**config.mk**
```make
export PLATFORM = sky130hd
export DESIGN_NAME = cfg_pin_ctl
export DESIGN_NICKNAME = d
export VERILOG_FILES = /design/src/cfg_ctl_pkg.sv /design/src/cfg_pin_ctl.sv /design/src/pin_sync.sv
export SDC_FILE = /design/constraint.sdc
export NUM_CORES = 1
export LEC_CHECK = 0
export ABC_AREA = 1
export BUFFER_PORTS_ARGS = -buffer_cell sky130_fd_sc_hd__buf_2
export CELL_PAD_IN_SITES_DETAIL_PLACEMENT = 0
export CELL_PAD_IN_SITES_GLOBAL_PLACEMENT = 2
export CORE_MARGIN = 8
export CORE_UTILIZATION = 36
export DETAILED_ROUTE_END_ITERATION = 16
export GPL_TIMING_DRIVEN = 0
export PLACE_DENSITY_LB_ADDON = 0.1
export SLEW_MARGIN = 10
export SYNTH_ARGS = -nofsm -noshare
export SYNTH_HDL_FRONTEND = slang
export SYNTH_SLANG_ARGS = --single-unit
```
**constraint.sdc**
```tcl
create_clock -name i_mclk -period 2.5 [get_ports i_mclk]
set_input_delay 0.25 -clock i_mclk [delete_from_list [all_inputs] [get_ports i_mclk]]
set_output_delay 0.25 -clock i_mclk [all_outputs]
set_load 0.005 [all_outputs]
```
**src/cfg_ctl_pkg.sv**
```systemverilog
// Constants, mode encodings and carrier types for the configuration pins.
// Assumes a 50 MHz system clock and pins sampled through synchronisers.
package cfg_ctl_pkg;

	// ==========================================================
	// Clock and timing
	localparam int MCLK_NS = 20;
	localparam int CLEAR_TIME_NS = 1000;
	localparam int CLEAR_CYC = (CLEAR_TIME_NS + MCLK_NS - 1) / MCLK_NS;
	localparam int CLEAR_W = 6;
	localparam logic [CLEAR_W-1:0] CLEAR_LAST = CLEAR_W'(CLEAR_CYC - 1);
	localparam int CONFIG_CLOCK_HALF_NS = 80;
	localparam int CONFIG_CLOCK_HALF_CYC = (CONFIG_CLOCK_HALF_NS + MCLK_NS - 1) / MCLK_NS;
	localparam int DIV_W = 3;
	localparam logic [DIV_W-1:0] DIV_LAST = DIV_W'(CONFIG_CLOCK_HALF_CYC - 1);

	// ==========================================================
	// Readback geometry
	localparam int RB_WORD_W = 32;
	localparam int RB_BIT_W = 5;
	localparam logic [RB_BIT_W-1:0] RB_BIT_LAST = RB_BIT_W'(RB_WORD_W - 1);
	localparam int FRAME_W = 8;
	localparam logic [FRAME_W-1:0] FRAME_FIRST = 8'h00;
	localparam logic [FRAME_W-1:0] FRAME_LAST = 8'hFF;

	// ==========================================================
	// Configuration mode encodings on the four mode inputs
	localparam int MODE_W = 4;
	localparam logic [MODE_W-1:0] MODE_MASTER_SER = 4'h0;
	localparam logic [MODE_W-1:0] MODE_MASTER_PAR = 4'h1;
	localparam logic [MODE_W-1:0] MODE_ASYNC_PERIPH = 4'h2;
	localparam logic [MODE_W-1:0] MODE_SYNC_PERIPH = 4'h3;
	localparam logic [MODE_W-1:0] MODE_SLAVE_SER = 4'h4;
	localparam logic [MODE_W-1:0] MODE_SLAVE_PAR = 4'h5;
	localparam logic [MODE_W-1:0] MODE_SYSBUS = 4'h6;
	localparam logic [MODE_W-1:0] MODE_JTAG = 4'h7;
	localparam logic [MODE_W-1:0] MODE_RESET = 4'hF;

	// ==========================================================
	// Synchroniser lanes and their idle levels (pull-ups on all)
	localparam int PIN_W = 7;
	localparam int P_CONFIG_CLOCK = 0;
	localparam int P_DIN = 1;
	localparam int P_RDCFG = 2;
	localparam int P_RESET = 3;
	localparam int P_PROG = 4;
	localparam int P_DONE = 5;
	localparam int P_INIT = 6;
	localparam logic [PIN_W-1:0] PIN_IDLE = 7'h7F;

	// ==========================================================
	// Bitstream options, held stable by the loader
	typedef struct packed {
		logic readback_en;
		logic tsall_after;
		logic reset_direct;
		logic bscan_used;
		logic host_port_used;
		logic daisy_lead;
		logic pll_used;
	} cfg_opts_t;

	// Open-drain or two-way pin drive
	typedef struct packed {
		logic out;
		logic oe;
	} pin_drive_t;

	typedef enum logic [2:0] {
		ST_CLEAR, ST_WAIT, ST_LOAD, ST_START, ST_USER
	} cfg_state_t;

endpackage : cfg_ctl_pkg

```
**src/cfg_pin_ctl.sv**
```systemverilog
// Control logic behind the dedicated configuration pins.
// Assumes a loader core supplies done/error, readback words and options.
`timescale 1ns/1ns

module cfg_pin_ctl (
	// Clock and reset
	input wire logic i_mclk,
	input wire logic i_rstn,
	// Raw configuration pins
	input wire logic i_reset_pin,
	input wire logic i_program_restart_n,
	input wire logic i_rd_cfg,
	input wire logic i_din,
	input wire logic [cfg_ctl_pkg::MODE_W-1:0] i_mode_sel,
	input wire logic i_config_clock,
	input wire logic i_done,
	input wire logic i_init,
	// Loader core and fabric
	input wire cfg_ctl_pkg::cfg_opts_t i_opts,
	input wire logic i_load_done,
	input wire logic i_load_error,
	input wire logic [cfg_ctl_pkg::RB_WORD_W-1:0] i_rb_word,
	input wire logic i_tdo,
	input wire logic i_host_irq,
	// Two-way and open-drain pin drives
	output logic o_config_clock,
	output logic o_config_clock_oe,
	output logic o_done,
	output logic o_done_oe,
	output logic o_init,
	output logic o_init_oe,
	// Status and control towards the fabric
	output logic o_cfg_bit,
	output logic o_cfg_bit_strobe,
	output logic [cfg_ctl_pkg::MODE_W-1:0] o_mode,
	output logic o_configured,
	output logic o_logic_cell_reset_n,
	output logic o_bscan_reset_n,
	output logic o_all_io_tristate,
	output logic o_pll_pin_pullup,
	output logic o_pll_pin_user,
	output logic o_rb_active,
	output logic [cfg_ctl_pkg::FRAME_W-1:0] o_rb_frame_addr,
	output logic o_readback_data,
	output logic o_irq_n
);

	// ==========================================================
	// Mode decoding
	function automatic logic drives_clock(
		input logic [cfg_ctl_pkg::MODE_W-1:0] m, input logic lead);
		drives_clock = (m == cfg_ctl_pkg::MODE_MASTER_SER) ||
			(m == cfg_ctl_pkg::MODE_MASTER_PAR) ||
			(m == cfg_ctl_pkg::MODE_ASYNC_PERIPH) ||
			(lead && ((m == cfg_ctl_pkg::MODE_SYNC_PERIPH) ||
			(m == cfg_ctl_pkg::MODE_SYSBUS)));
	endfunction : drives_clock

	function automatic logic irq_mode(
		input logic [cfg_ctl_pkg::MODE_W-1:0] m);
		irq_mode = (m == cfg_ctl_pkg::MODE_JTAG) ||
			(m == cfg_ctl_pkg::MODE_SLAVE_SER) ||
			(m == cfg_ctl_pkg::MODE_SLAVE_PAR) ||
			(m == cfg_ctl_pkg::MODE_MASTER_SER) ||
			(m == cfg_ctl_pkg::MODE_MASTER_PAR) ||
			(m == cfg_ctl_pkg::MODE_ASYNC_PERIPH);
	endfunction : irq_mode

	// ==========================================================
	// Pin synchronisers
	logic [cfg_ctl_pkg::PIN_W-1:0] pin_raw;
	logic [cfg_ctl_pkg::PIN_W-1:0] pin_lvl;
	logic [cfg_ctl_pkg::PIN_W-1:0] pin_rise;
	logic [cfg_ctl_pkg::PIN_W-1:0] pin_fall;
	logic [cfg_ctl_pkg::MODE_W-1:0] mode_meta;
	logic [cfg_ctl_pkg::MODE_W-1:0] mode_sync;

	assign pin_raw = {i_init, i_done, i_program_restart_n, i_reset_pin,
		i_rd_cfg, i_din, i_config_clock};

	pin_sync #(.WIDTH(cfg_ctl_pkg::PIN_W), .IDLE(cfg_ctl_pkg::PIN_IDLE))
		u_sync (
		.i_mclk(i_mclk),
		.i_rstn(i_rstn),
		.i_pin(pin_raw),
		.o_level(pin_lvl),
		.o_rise(pin_rise),
		.o_fall(pin_fall)
	);

	// Mode straps are static, so a plain two-flop bus is enough
	always_ff @(posedge i_mclk or negedge i_rstn) begin
		if (!i_rstn) begin
			mode_meta <= cfg_ctl_pkg::MODE_RESET;
			mode_sync <= cfg_ctl_pkg::MODE_RESET;
		end else begin
			mode_meta <= i_mode_sel;
			mode_sync <= mode_meta;
		end
	end

	// ==========================================================
	// Sequencer
	cfg_ctl_pkg::cfg_state_t state, next_state;
	logic [cfg_ctl_pkg::CLEAR_W-1:0] clear_cnt, next_clear_cnt;
	logic [cfg_ctl_pkg::MODE_W-1:0] mode, next_mode;
	logic cfg_err, next_cfg_err;
	logic in_cfg;
	logic user;

	assign in_cfg = (state != cfg_ctl_pkg::ST_USER);
	assign user = (state == cfg_ctl_pkg::ST_USER);

	// Restart requests win over every other transition
	always_comb begin
		next_state = state;
		next_clear_cnt = clear_cnt;
		next_mode = mode;
		next_cfg_err = cfg_err;
		case (state)
		cfg_ctl_pkg::ST_CLEAR: begin
			next_cfg_err = 1'b0;
			next_clear_cnt = clear_cnt + 1'b1;
			if (clear_cnt == cfg_ctl_pkg::CLEAR_LAST) begin
				next_state = cfg_ctl_pkg::ST_WAIT;
			end
		end
		cfg_ctl_pkg::ST_WAIT: begin
			// External low on init keeps us here
			if (pin_rise[cfg_ctl_pkg::P_INIT]) begin
				next_mode = mode_sync;
				next_state = cfg_ctl_pkg::ST_LOAD;
			end
		end
		cfg_ctl_pkg::ST_LOAD: begin
			if (i_load_error) begin
				next_cfg_err = 1'b1;
			end
			if (i_load_done) begin
				next_state = cfg_ctl_pkg::ST_START;
			end
		end
		cfg_ctl_pkg::ST_START: begin
			// Another device may still hold the shared pin low
			if (pin_lvl[cfg_ctl_pkg::P_DONE]) begin
				next_state = cfg_ctl_pkg::ST_USER;
			end
		end
		cfg_ctl_pkg::ST_USER: begin
			next_state = cfg_ctl_pkg::ST_USER;
		end
		default: begin
			next_state = cfg_ctl_pkg::ST_CLEAR;
		end
		endcase
		if (!pin_lvl[cfg_ctl_pkg::P_PROG] || (in_cfg &&
			state != cfg_ctl_pkg::ST_CLEAR &&
			!pin_lvl[cfg_ctl_pkg::P_RESET])) begin
			next_state = cfg_ctl_pkg::ST_CLEAR;
			next_clear_cnt = '0;
		end
	end

	always_ff @(posedge i_mclk or negedge i_rstn) begin
		if (!i_rstn) begin
			state <= cfg_ctl_pkg::ST_CLEAR;
			clear_cnt <= '0;
			mode <= cfg_ctl_pkg::MODE_RESET;
			cfg_err <= 1'b0;
		end else begin
			state <= next_state;
			clear_cnt <= next_clear_cnt;
			mode <= next_mode;
			cfg_err <= next_cfg_err;
		end
	end

	// ==========================================================
	// Configuration clock and data strobe
	logic drive_clk;
	logic [cfg_ctl_pkg::DIV_W-1:0] div_cnt, next_div_cnt;
	logic clk_out, next_clk_out;
	logic bit_q, next_bit_q;
	logic strobe, next_strobe;
	logic clk_edge;

	assign drive_clk = (state == cfg_ctl_pkg::ST_LOAD) &&
		drives_clock(mode, i_opts.daisy_lead);
	// Own rising edge when driving, sampled edge otherwise
	assign clk_edge = drive_clk ?
		(div_cnt == cfg_ctl_pkg::DIV_LAST && !clk_out) :
		pin_rise[cfg_ctl_pkg::P_CONFIG_CLOCK];

	always_comb begin
		next_div_cnt = '0;
		next_clk_out = 1'b0;
		next_bit_q = bit_q;
		next_strobe = 1'b0;
		if (drive_clk) begin
			next_div_cnt = div_cnt + 1'b1;
			next_clk_out = clk_out;
			if (div_cnt == cfg_ctl_pkg::DIV_LAST) begin
				next_div_cnt = '0;
				next_clk_out = !clk_out;
			end
		end
		if (state == cfg_ctl_pkg::ST_LOAD && clk_edge) begin
			next_bit_q = pin_lvl[cfg_ctl_pkg::P_DIN];
			next_strobe = 1'b1;
		end
	end

	always_ff @(posedge i_mclk or negedge i_rstn) begin
		if (!i_rstn) begin
			div_cnt <= '0;
			clk_out <= 1'b0;
			bit_q <= 1'b0;
			strobe <= 1'b0;
		end else begin
			div_cnt <= next_div_cnt;
			clk_out <= next_clk_out;
			bit_q <= next_bit_q;
			strobe <= next_strobe;
		end
	end

	// ==========================================================
	// Readback shifter
	logic rb_active, next_rb_active;
	logic rb_load, next_rb_load;
	logic [cfg_ctl_pkg::RB_WORD_W-1:0] rb_shift, next_rb_shift;
	logic [cfg_ctl_pkg::RB_BIT_W-1:0] rb_bit, next_rb_bit;
	logic [cfg_ctl_pkg::FRAME_W-1:0] rb_frame, next_rb_frame;

	// Word reload lags the address by a cycle; clock is far slower
	always_comb begin
		next_rb_active = rb_active;
		next_rb_load = 1'b0;
		next_rb_shift = rb_shift;
		next_rb_bit = rb_bit;
		next_rb_frame = rb_frame;
		if (rb_load) begin
			next_rb_shift = i_rb_word;
		end
		if (!user) begin
			next_rb_active = 1'b0;
		end else if (!rb_active) begin
			if (i_opts.readback_en && pin_fall[cfg_ctl_pkg::P_RDCFG]) begin
				next_rb_active = 1'b1;
				next_rb_frame = cfg_ctl_pkg::FRAME_FIRST;
				next_rb_bit = '0;
				next_rb_load = 1'b1;
			end
		end else if (pin_rise[cfg_ctl_pkg::P_CONFIG_CLOCK]) begin
			next_rb_shift = {rb_shift[cfg_ctl_pkg::RB_WORD_W-2:0], 1'b0};
			next_rb_bit = rb_bit + 1'b1;
			if (rb_bit == cfg_ctl_pkg::RB_BIT_LAST) begin
				if (rb_frame == cfg_ctl_pkg::FRAME_LAST) begin
					next_rb_active = 1'b0;
				end else begin
					next_rb_frame = rb_frame + 1'b1;
					next_rb_load = 1'b1;
				end
			end
		end
	end

	always_ff @(posedge i_mclk or negedge i_rstn) begin
		if (!i_rstn) begin
			rb_active <= 1'b0;
			rb_load <= 1'b0;
			rb_shift <= '0;
			rb_bit <= '0;
			rb_frame <= cfg_ctl_pkg::FRAME_FIRST;
		end else begin
			rb_active <= next_rb_active;
			rb_load <= next_rb_load;
			rb_shift <= next_rb_shift;
			rb_bit <= next_rb_bit;
			rb_frame <= next_rb_frame;
		end
	end

	// ==========================================================
	// Registered pin and fabric outputs
	cfg_ctl_pkg::pin_drive_t next_done_drv, next_init_drv;
	logic next_tristate, next_lc_rst_n, next_rd_data, next_irq_n;

	always_comb begin
		// Open drain: only ever pulls low
		next_done_drv = '{out: 1'b0, oe: in_cfg &&
			state != cfg_ctl_pkg::ST_START};
		next_init_drv = '{out: 1'b0,
			oe: state == cfg_ctl_pkg::ST_CLEAR};
		next_tristate = !pin_lvl[cfg_ctl_pkg::P_RDCFG] &&
			(in_cfg || i_opts.tsall_after);
		next_lc_rst_n = !(user && i_opts.reset_direct &&
			!pin_lvl[cfg_ctl_pkg::P_RESET]);
		next_rd_data = i_opts.bscan_used ? i_tdo :
			rb_shift[cfg_ctl_pkg::RB_WORD_W-1];
		next_irq_n = 1'b1;
		if (user && i_opts.host_port_used) begin
			next_irq_n = !i_host_irq;
		end else if (in_cfg && irq_mode(mode)) begin
			next_irq_n = !cfg_err;
		end
	end

	always_ff @(posedge i_mclk or negedge i_rstn) begin
		if (!i_rstn) begin
			o_done <= 1'b0;
			o_done_oe <= 1'b1;
			o_init <= 1'b0;
			o_init_oe <= 1'b1;
			o_all_io_tristate <= 1'b0;
			o_logic_cell_reset_n <= 1'b1;
			o_readback_data <= 1'b0;
			o_irq_n <= 1'b1;
		end else begin
			o_done <= next_done_drv.out;
			o_done_oe <= next_done_drv.oe;
			o_init <= next_init_drv.out;
			o_init_oe <= next_init_drv.oe;
			o_all_io_tristate <= next_tristate;
			o_logic_cell_reset_n <= next_lc_rst_n;
			o_readback_data <= next_rd_data;
			o_irq_n <= next_irq_n;
		end
	end

	// Direct views of internal state
	assign o_config_clock = clk_out;
	assign o_config_clock_oe = drive_clk;
	assign o_cfg_bit = bit_q;
	assign o_cfg_bit_strobe = strobe;
	assign o_mode = mode;
	assign o_configured = user;
	assign o_bscan_reset_n = pin_lvl[cfg_ctl_pkg::P_PROG];
	assign o_pll_pin_pullup = in_cfg;
	assign o_pll_pin_user = user && !i_opts.pll_used;
	assign o_rb_active = rb_active;
	assign o_rb_frame_addr = rb_frame;
endmodule : cfg_pin_ctl

```
**src/pin_sync.sv**
```systemverilog
// Two-flop synchronisers with edge detection for a vector of pins.
// Assumes the pins are asynchronous to i_mclk; edges come from stage two.
`timescale 1ns/1ns
module pin_sync #(
	parameter int WIDTH = 1,
	parameter logic [WIDTH-1:0] IDLE = '0
) (
	// Clock and reset
	input wire logic i_mclk,
	input wire logic i_rstn,
	// Raw pins
	input wire logic [WIDTH-1:0] i_pin,
	// Synchronised level and edges
	output logic [WIDTH-1:0] o_level,
	output logic [WIDTH-1:0] o_rise,
	output logic [WIDTH-1:0] o_fall
);

	// ==========================================================
	// Stages
	logic [WIDTH-1:0] meta;
	logic [WIDTH-1:0] sync;
	logic [WIDTH-1:0] prev;

	// Only stage two and later feed logic
	always_ff @(posedge i_mclk or negedge i_rstn) begin
		if (!i_rstn) begin
			meta <= IDLE;
			sync <= IDLE;
			prev <= IDLE;
		end else begin
			meta <= i_pin;
			sync <= meta;
			prev <= sync;
		end
	end

	// Edges against the previous settled sample
	assign o_level = sync;
	assign o_rise = sync & ~prev;
	assign o_fall = ~sync & prev;

endmodule : pin_sync

```
==> impl_metrics.tcl, run 1 <==
set metrics [dict create \
    portBuffers 82 \
    fill_cells 1194 \
    clock_latency_ns 0.34 \
    post_cts_buffers 0 \
    clock_sinks 98 \
    synth_cell_types 40 \
    grt_max_degree 75 \
    hold_viol 0 \
    maxCapViolCount 0 \
    crit_arrival_ns 1.67 \
    finalSetupTns_ns 0 \
    core-area_mm2 0.0119 \
    cts_buffers 9 \
    worst-path-buf-inv 2 \
    gp_congestion 0.727 \
    dp_hpwl_mm 7.19 \
    clock_path_buffers 2 \
    finalNetCount 646 \
    num_antenna_cells 0 \
    io_pins 85 \
    yosysSeqAreaShare_pct 57.3 \
    async_reset_ff_share_pct 100 \
    dpl_cell_area_mm2 0.00498 \
    cts_resized 0 \
    vias 3382 \
    grt_pass1_vias 3606 \
    cts_tree "yes" \
    grt_pass1_wl_mm 17.0 \
    slowest_stage "dfrtp_1" \
    antenna_found_initial 0 \
    max_freq_mhz 522 \
    setup_viol 0 \
    yosysWarnings 0 \
    syn_inst 477 \
    die_area_mm2 0.0159 \
    final_max_slew_viol_count 0 \
    routedWlPerCell_um 13.4 \
    synth_area_leaders "dfrtp_1 37%, dfstp_2 20%, nand2_1 10%, inv_1 5.3%, o21ai_0 3.8%" \
    min_period_ns 1.92 \
    ys.flop_type "dfrtp_1" \
    initial_utilization_pct 36.5 \
    synth_top_area_share_pct 37.4 \
    yosysTopAreaCell "dfrtp_1" \
    rows 40 \
    die_h_um 126 \
    worst_ep_required_time_ns 2.25 \
    vdd_drop_max_mv 0.324 \
    dp_cells 708 \
    grt.overflow.total 0 \
    synth_edf_count 0 \
    clkTransAtPathRegs_ns 0.07 \
    critPathTopFamily "simple AND/OR/NAND/NOR gates" \
    track_usage_pct 13.2 \
    drt-vias-per-instance 4.60 \
    hold-worst-slack_ns 0.0666 \
    area_delta_synth_final_pct 23.7 \
    outcome "finished clean" \
    drc 0 \
    start_kind "flip-flop" \
    fin_util_pct 45.2 \
    final_area_mm2 0.00539 \
    yosys_register_bits 98 \
    antenna_left 0 \
    min_period_over_period_pct 76.6 \
    syn_area_mm2 0.00435 \
    leakagePower_nw 2.77 \
    rsz0062_at_grt "false" \
    routed_wl_mm 9.88 \
    skew_ns 0.00642 \
    layoutNonFillerInstCount 736 \
    critical_path_class "reg2out" \
    syn_area_per_cell_um2 9.12 \
    crit_chain "nor2_1, nand2_1, nor2_1, nand2_1, inv_1, buf_2" \
    synth_top_cells_by_count "119 x nand2_1, 65 x dfrtp_1, 61 x inv_1, 33 x dfstp_2, 33 x o21ai_0" \
    cts_max_level 3 \
    cts_root_buf "clkbuf_16" \
    cp_max_fo 5 \
    slowest_delay_ns 0.43 \
    end_kind "output port" \
    drive_gt1_share_pct 29.5 \
    power_density_mw_per_mm2 572 \
    synth.most_common_cell "nand2_1" \
    drtPass1Iterations 4 \
    detail_route.iter0.violations 185 \
    hold_path.class "in2reg" \
    die_x_um 126 \
]
==> path summary, 6_finish.rpt <==
kind                                startpoint                 end  slack (ns)  depth (start not counted)
worst max-delay path                  state[0]   o_config_clock_oe        0.58                          6
min in group asynchronous               i_rstn   o_all_io_tristate        0.33                          2
max in group asynchronous               i_rstn      u_sync.prev[6]        1.49                          3
worst min-delay path                i_host_irq             o_irq_n        0.07                          2
worst max register to register       rb_bit[0]  o_rb_frame_addr[5]        0.71                         12
worst min register to register  u_sync.meta[0]   u_sync.o_level[0]        0.36                          0
==> placed cells by master, fill, tap and decap left out, types with 2 or more instances in the layout <==
cell,count
a21oi_1,10
a31oi_1,2
buf_2,89
buf_4,4
clkbuf_1,8
clkbuf_16,9
clkbuf_8,2
clkinv_2,2
conb_1,2
dfrtp_1,65
dfstp_2,33
dlygate4sd3_1,12
ha_1,6
inv_1,61
inv_2,3
mux2_1,2
nand2_1,119
nand2_2,8
nand2_4,3
nand3_1,19
nand3_2,2
nand4_1,4
nor2_1,23
nor2_4,2
nor3_1,4
o21a_1,2
o21ai_0,33
o21ai_1,32
o21ai_2,6
or2_2,2
xor2_1,3
==> timing repair <==
action                     CTS  global route
hold buffers                12             0
setup endpoints to repair    0             0
hold endpoints to repair    31             0
==> worst reg2reg max path: stages, from the launching register on <==
cell and delay, ns:
dfrtp_1 0.38, ha_1 0.18, nand2_1 0.07, nor2_1 0.10
ha_1 0.19, inv_1 0.05, nor2_1 0.18, nand2_4 0.08
nand2_4 0.07, nand2_4 0.08, buf_12 0.16, nand2_1 0.07
o21ai_2 0.05
==> kinds of logic after synthesis <==
kind of cell             count (synthesis)  share of synthesized area (%)
AND/OR/NAND/NOR                        189                           19.2
buffers and inverters                   84                           8.19
adder cells (fa/ha/maj)                  6                           1.73
multiplexers                             2                          0.518
AO/OA/AOI/OAI                           93                           12.2
other                                    1                         0.0862
XOR/XNOR                                 4                          0.805
flip-flops                              98                           57.3
==> power breakdown <==
part           leakage [nW]  switching (W)  internal, W  total, W
clock                 0.143       0.000589     0.000729   0.00132
combinational          1.57      0.0000649    0.0000605  0.000125
sequential             1.06      0.0000110      0.00163   0.00164
==> layer usage <==
metal	global-route usage, %	part of all wire, %
met3	3.63	5.4
met5	0	0
met4	5.73	1.8
met1	17.3	49
met2	19.9	44
==> registers in the layout, indices dropped and copies added (netlist names), 3 cells and up <==
signal and cells:
rb_bit 5, clear_cnt 6, u_sync.o_level 7, mode_sync 4, u_sync.prev 3, u_sync.meta 7, div_cnt 3, o_rb_frame_addr 8
o_mode 4, rb_shift 32, state 3, mode_meta 4
==> area by class of cell <==
type	count	area, µm²	area share (%)
buffer	20	116	2.16
inverter	64	240	4.46
clock buffer	12	256	4.76
multi-input combinational	296	1510	28.0
clock inverter	4	25.0	0.465
timing repair buffer	95	564	10.5
sequential	98	2490	46.3
tap	147	184	3.42
==> stage by stage <==
stage / total power, W / setup WS [ns]
CTS: 0.00314 / 0.528
global placement: 0.00177 / 0.0744
global route: 0.00321 / 0.392
floorplan: 0.00169 / 0.890
finish: 0.00308 / 0.584
detailed placement: 0.00178 / 0.717
Note: power is estimated with default switching activity, not from simulation.
==> run 2, diff against run 1 <==
--- a/config.mk
+++ b/config.mk
@@ -5,12 +5,12 @@
 export SDC_FILE = /design/constraint.sdc
 export NUM_CORES = 1
 export LEC_CHECK = 0
-export ABC_AREA = 1
+export ABC_AREA = 0
 export BUFFER_PORTS_ARGS = -buffer_cell sky130_fd_sc_hd__buf_2
 export CELL_PAD_IN_SITES_DETAIL_PLACEMENT = 0
 export CELL_PAD_IN_SITES_GLOBAL_PLACEMENT = 2
 export CORE_MARGIN = 8
-export CORE_UTILIZATION = 36
+export CORE_UTILIZATION = 32
 export DETAILED_ROUTE_END_ITERATION = 16
 export GPL_TIMING_DRIVEN = 0
 export PLACE_DENSITY_LB_ADDON = 0.1
==> constraint.sdc (replaced) <==
create_clock -name i_mclk -period 1.75 [get_ports i_mclk]
set_input_delay 0.175 -clock i_mclk [delete_from_list [all_inputs] [get_ports i_mclk]]
set_output_delay 0.175 -clock i_mclk [all_outputs]
set_load 0.005 [all_outputs]
==> run 2 against run 1 <==
Compared with the run above:
- the flow now finishes with violations (setup timing)
- count of clock-buffer cells in the layout down 2
- non-clock buffer count is 26 higher
- largest cell class unchanged
- total power grew 49%
- via count shrank 13%
- critical path depth rose by 3
- global-route usage decreased by 1.2 points
- worst hold slack got worse by 0.0090 ns
- clock skew increased by 0.0020 ns
- largest power group unchanged
- register-to-register slack worse by 0.85 ns
- area after synthesis decreased by 5.7%
- cell area increased by 4.0%
- utilization is 0.65 points lower
- highest routed layer unchanged
==> impl_metrics.tcl, run 2 <==
set metrics [dict create \
    syn_inst 341 \
    maxCapViolCount 0 \
    fill_cells 1236 \
    slowest_delay_ns 0.38 \
    synth_cell_types 53 \
    gp_congestion 0.677 \
    synth_top_area_share_pct 39.6 \
    max_freq_mhz 529 \
    yosysSeqAreaShare_pct 60.8 \
    clock_path_buffers 2 \
    slowest_stage "dfrtp_1" \
    wl_met1_mm 4.50 \
    comb_power_share_pct 4.7 \
    yosysTopAreaCell "dfrtp_1" \
    core-area_mm2 0.0126 \
    die_x_um 129 \
    min_period_over_period_pct 108 \
    tightest_slew_ns 0.732 \
    num_antenna_cells 0 \
    cp_max_fo 4 \
    ys.flop_type "dfrtp_1" \
    setup_viol 10 \
    finalNetCount 540 \
    syn_area_per_cell_um2 12.0 \
    layoutNonFillerInstCount 655 \
    pwr-share-seq_pct 52.3 \
    internal_power_w 0.00359 \
    wl_met3_um 430 \
    yosysWarnings 0 \
    final_common_cell "buf_2" \
    drt-vias-per-instance 4.52 \
    portBuffers 82 \
    final_max_slew_viol_count 0 \
    end_kind "flip-flop" \
    synth_area_leaders "dfrtp_1 40%, dfstp_2 21%, mux2i_1 8.1%, o21ai_0 5.0%, nand2_1 3.8%" \
    cts_tree "yes" \
    synth_edf_count 0 \
    die_area_mm2 0.0167 \
    synth.most_common_cell "dfrtp_1" \
    seqCellArea_mm2 0.00249 \
    clkTransAtPathRegs_ns 0.07 \
    crit_chain "ha_2, and3_4, ha_4, and4b_2, o311ai_4, buf_12, and2b_2, o21ai_1, o31ai_1" \
    multiInputGateArea_mm2 0.00160 \
    yosys_register_bits 98 \
    drive_gt1_share_pct 42.7 \
    dp_cells 597 \
    routedWlPerCell_um 14.4 \
    rsz0062_at_grt "true" \
    power_density_mw_per_mm2 820 \
    hold-worst-slack_ns 0.0576 \
    pwr-share-clk_pct 43.0 \
    critPathTopFamily "simple AND/OR/NAND/NOR gates" \
    min_period_ns 1.89 \
    wl_met2_mm 4.27 \
    worst-path-buf-inv 1 \
    dp_hpwl_mm 6.45 \
    setup_ws_ns -0.140 \
    detail_route.iter0.violations 149 \
    grt_max_degree 56 \
    skew_ns 0.00846 \
    drc 0 \
    p_switching_w 0.00101 \
    hold_viol 0 \
    vias 2959 \
    cts_max_level 3 \
    clock_sinks 98 \
    grt_pass1_wl_mm 15.6 \
    vdd_drop_max_mv 0.488 \
    cts_buffers 9 \
    syn_area_mm2 0.00410 \
    layout_common_cells "82 x buf_2, 64 x dfrtp_1, 42 x nand2_1" \
    start_kind "flip-flop" \
    rows 41 \
    routed_wl_mm 9.42 \
    max_slew_margin_pct 51.2 \
    top_register "rb_shift" \
    cts_root_buf "clkbuf_16" \
    p_sw_share_pct 21.9 \
    track_usage_pct 11.9 \
    antenna_found_initial 0 \
    die_h_um 129 \
    outcome "finished, violations left" \
    grt_pass1_vias 3103 \
    grt.overflow.total 0 \
    antenna_left 0 \
    largest_register_ffs 32 \
    hold_path.class "in2reg" \
    crit_arrival_ns 2.12 \
    io_pins 85 \
    critical_path_class "reg2reg" \
    drtPass1Iterations 4 \
    area_delta_synth_final_pct 36.5 \
    synth_top_cells_by_count "65 x dfrtp_1, 42 x nand2_1, 41 x o21ai_0, 33 x dfstp_2, 33 x mux2i_1" \
    worst_ep_required_time_ns 1.98 \
    clock_latency_ns 0.35 \
    leakagePower_nw 2.41 \
    failed_checks "setup timing" \
    initial_utilization_pct 32.6 \
    top_layer "met4" \
    async_reset_ff_share_pct 100 \
    finalSetupTns_ns -0.939 \
    power_w 0.00459 \
]
[run 2: changes by cell type after synthesis, moves of 17 or more]
| cell | delta |
|---|---|
| mux2i_1 | +33 |
| nand3_1 | -17 |
| nand2_1 | -77 |
| inv_1 | -56 |
| o21ai_1 | -29 |
[run 2: cells by family (layout without fill, tap and decap cells)]
| group | count (synthesis) | count (layout) | synth area share [%] |
|---|---|---|---|
| other | 1 | 2 | 0.0914 |
| AO/OA/AOI/OAI | 73 | 73 | 11.2 |
| adder cells (fa/ha/maj) | 6 | 6 | 1.83 |
| buffers and inverters | 22 | 163 | 2.74 |
| flip-flops | 98 | 98 | 60.8 |
| multiplexers | 40 | 40 | 9.97 |
| AND/OR/NAND/NOR | 96 | 96 | 12.4 |
| XOR/XNOR | 5 | 5 | 1.07 |
[run 2: tightest hold or removal path, delay by kind of cell]
| family | cells | cell delay [ns] |
|---|---|---|
| buffers and inverters | 1 | 0.07 |
| and+or+nand+nor | 2 | 0.11 |
[run 2: cell type report]
cell class | count | share of cell area, %
plain buffers | 16 | 2.41
well taps | 172 | 3.84
clock buffers | 10 | 4.09
multi-input cells | 222 | 28.6
clock inverters | 6 | 1.21
flip-flops and latches | 98 | 44.5
repair buffers | 125 | 14.8
inverters | 6 | 0.469
[run 2: repair_timing]
| item | in CTS | in global routing |
|---|---|---|
| hold buffers | 15 | 0 |
| setup endpoints to repair | 48 | 54 |
| resized for setup | 25 | 27 |
| setup buffers | 12 | 17 |
| pin swaps | 9 | 11 |
| hold endpoints to repair | 36 | 0 |
[run 2: through the flow]
stage	cell area (µm²)	utilization (%)	setup WS, ns
floorplan	4110	-	-0.0583
global route	5600	44.6	-0.203
CTS	5380	42.8	-0.164
global placement	4730	37.7	-0.601
detailed placement	4770	37.9	-0.299
finish	5600	44.6	-0.140
[run 2: worst paths after layout]
path                                 from                 end  slack (ns)  cells past startpoint
max reg2reg                     rb_bit[1]  o_rb_frame_addr[5]       -0.14                      9
min reg2reg                u_sync.meta[0]   u_sync.o_level[0]        0.35                      0
max                             rb_bit[1]  o_rb_frame_addr[5]       -0.14                      9
min                             i_opts[5]   o_all_io_tristate        0.06                      3
max in group asynchronous          i_rstn      u_sync.meta[2]        0.80                      3
min in group asynchronous          i_rstn            state[2]        0.33                      2
[run 2: power by group through the flow]
stage               Clock, W  Sequential [W]  Combinational [W]
global route         0.00215         0.00241           0.000246
floorplan                  0         0.00243          0.0000586
CTS                  0.00206         0.00240           0.000222
finish               0.00198         0.00240           0.000214
detailed placement         0         0.00244           0.000195
global placement           0         0.00244           0.000182
[run 2: layer usage]
metal  vias to the layer above  global-route usage, %
li1                       1463                      -
met3                        13                   2.88
met4                         0                   7.05
met1                      1427                   15.6
met5                         -                      0
met2                        56                   17.7
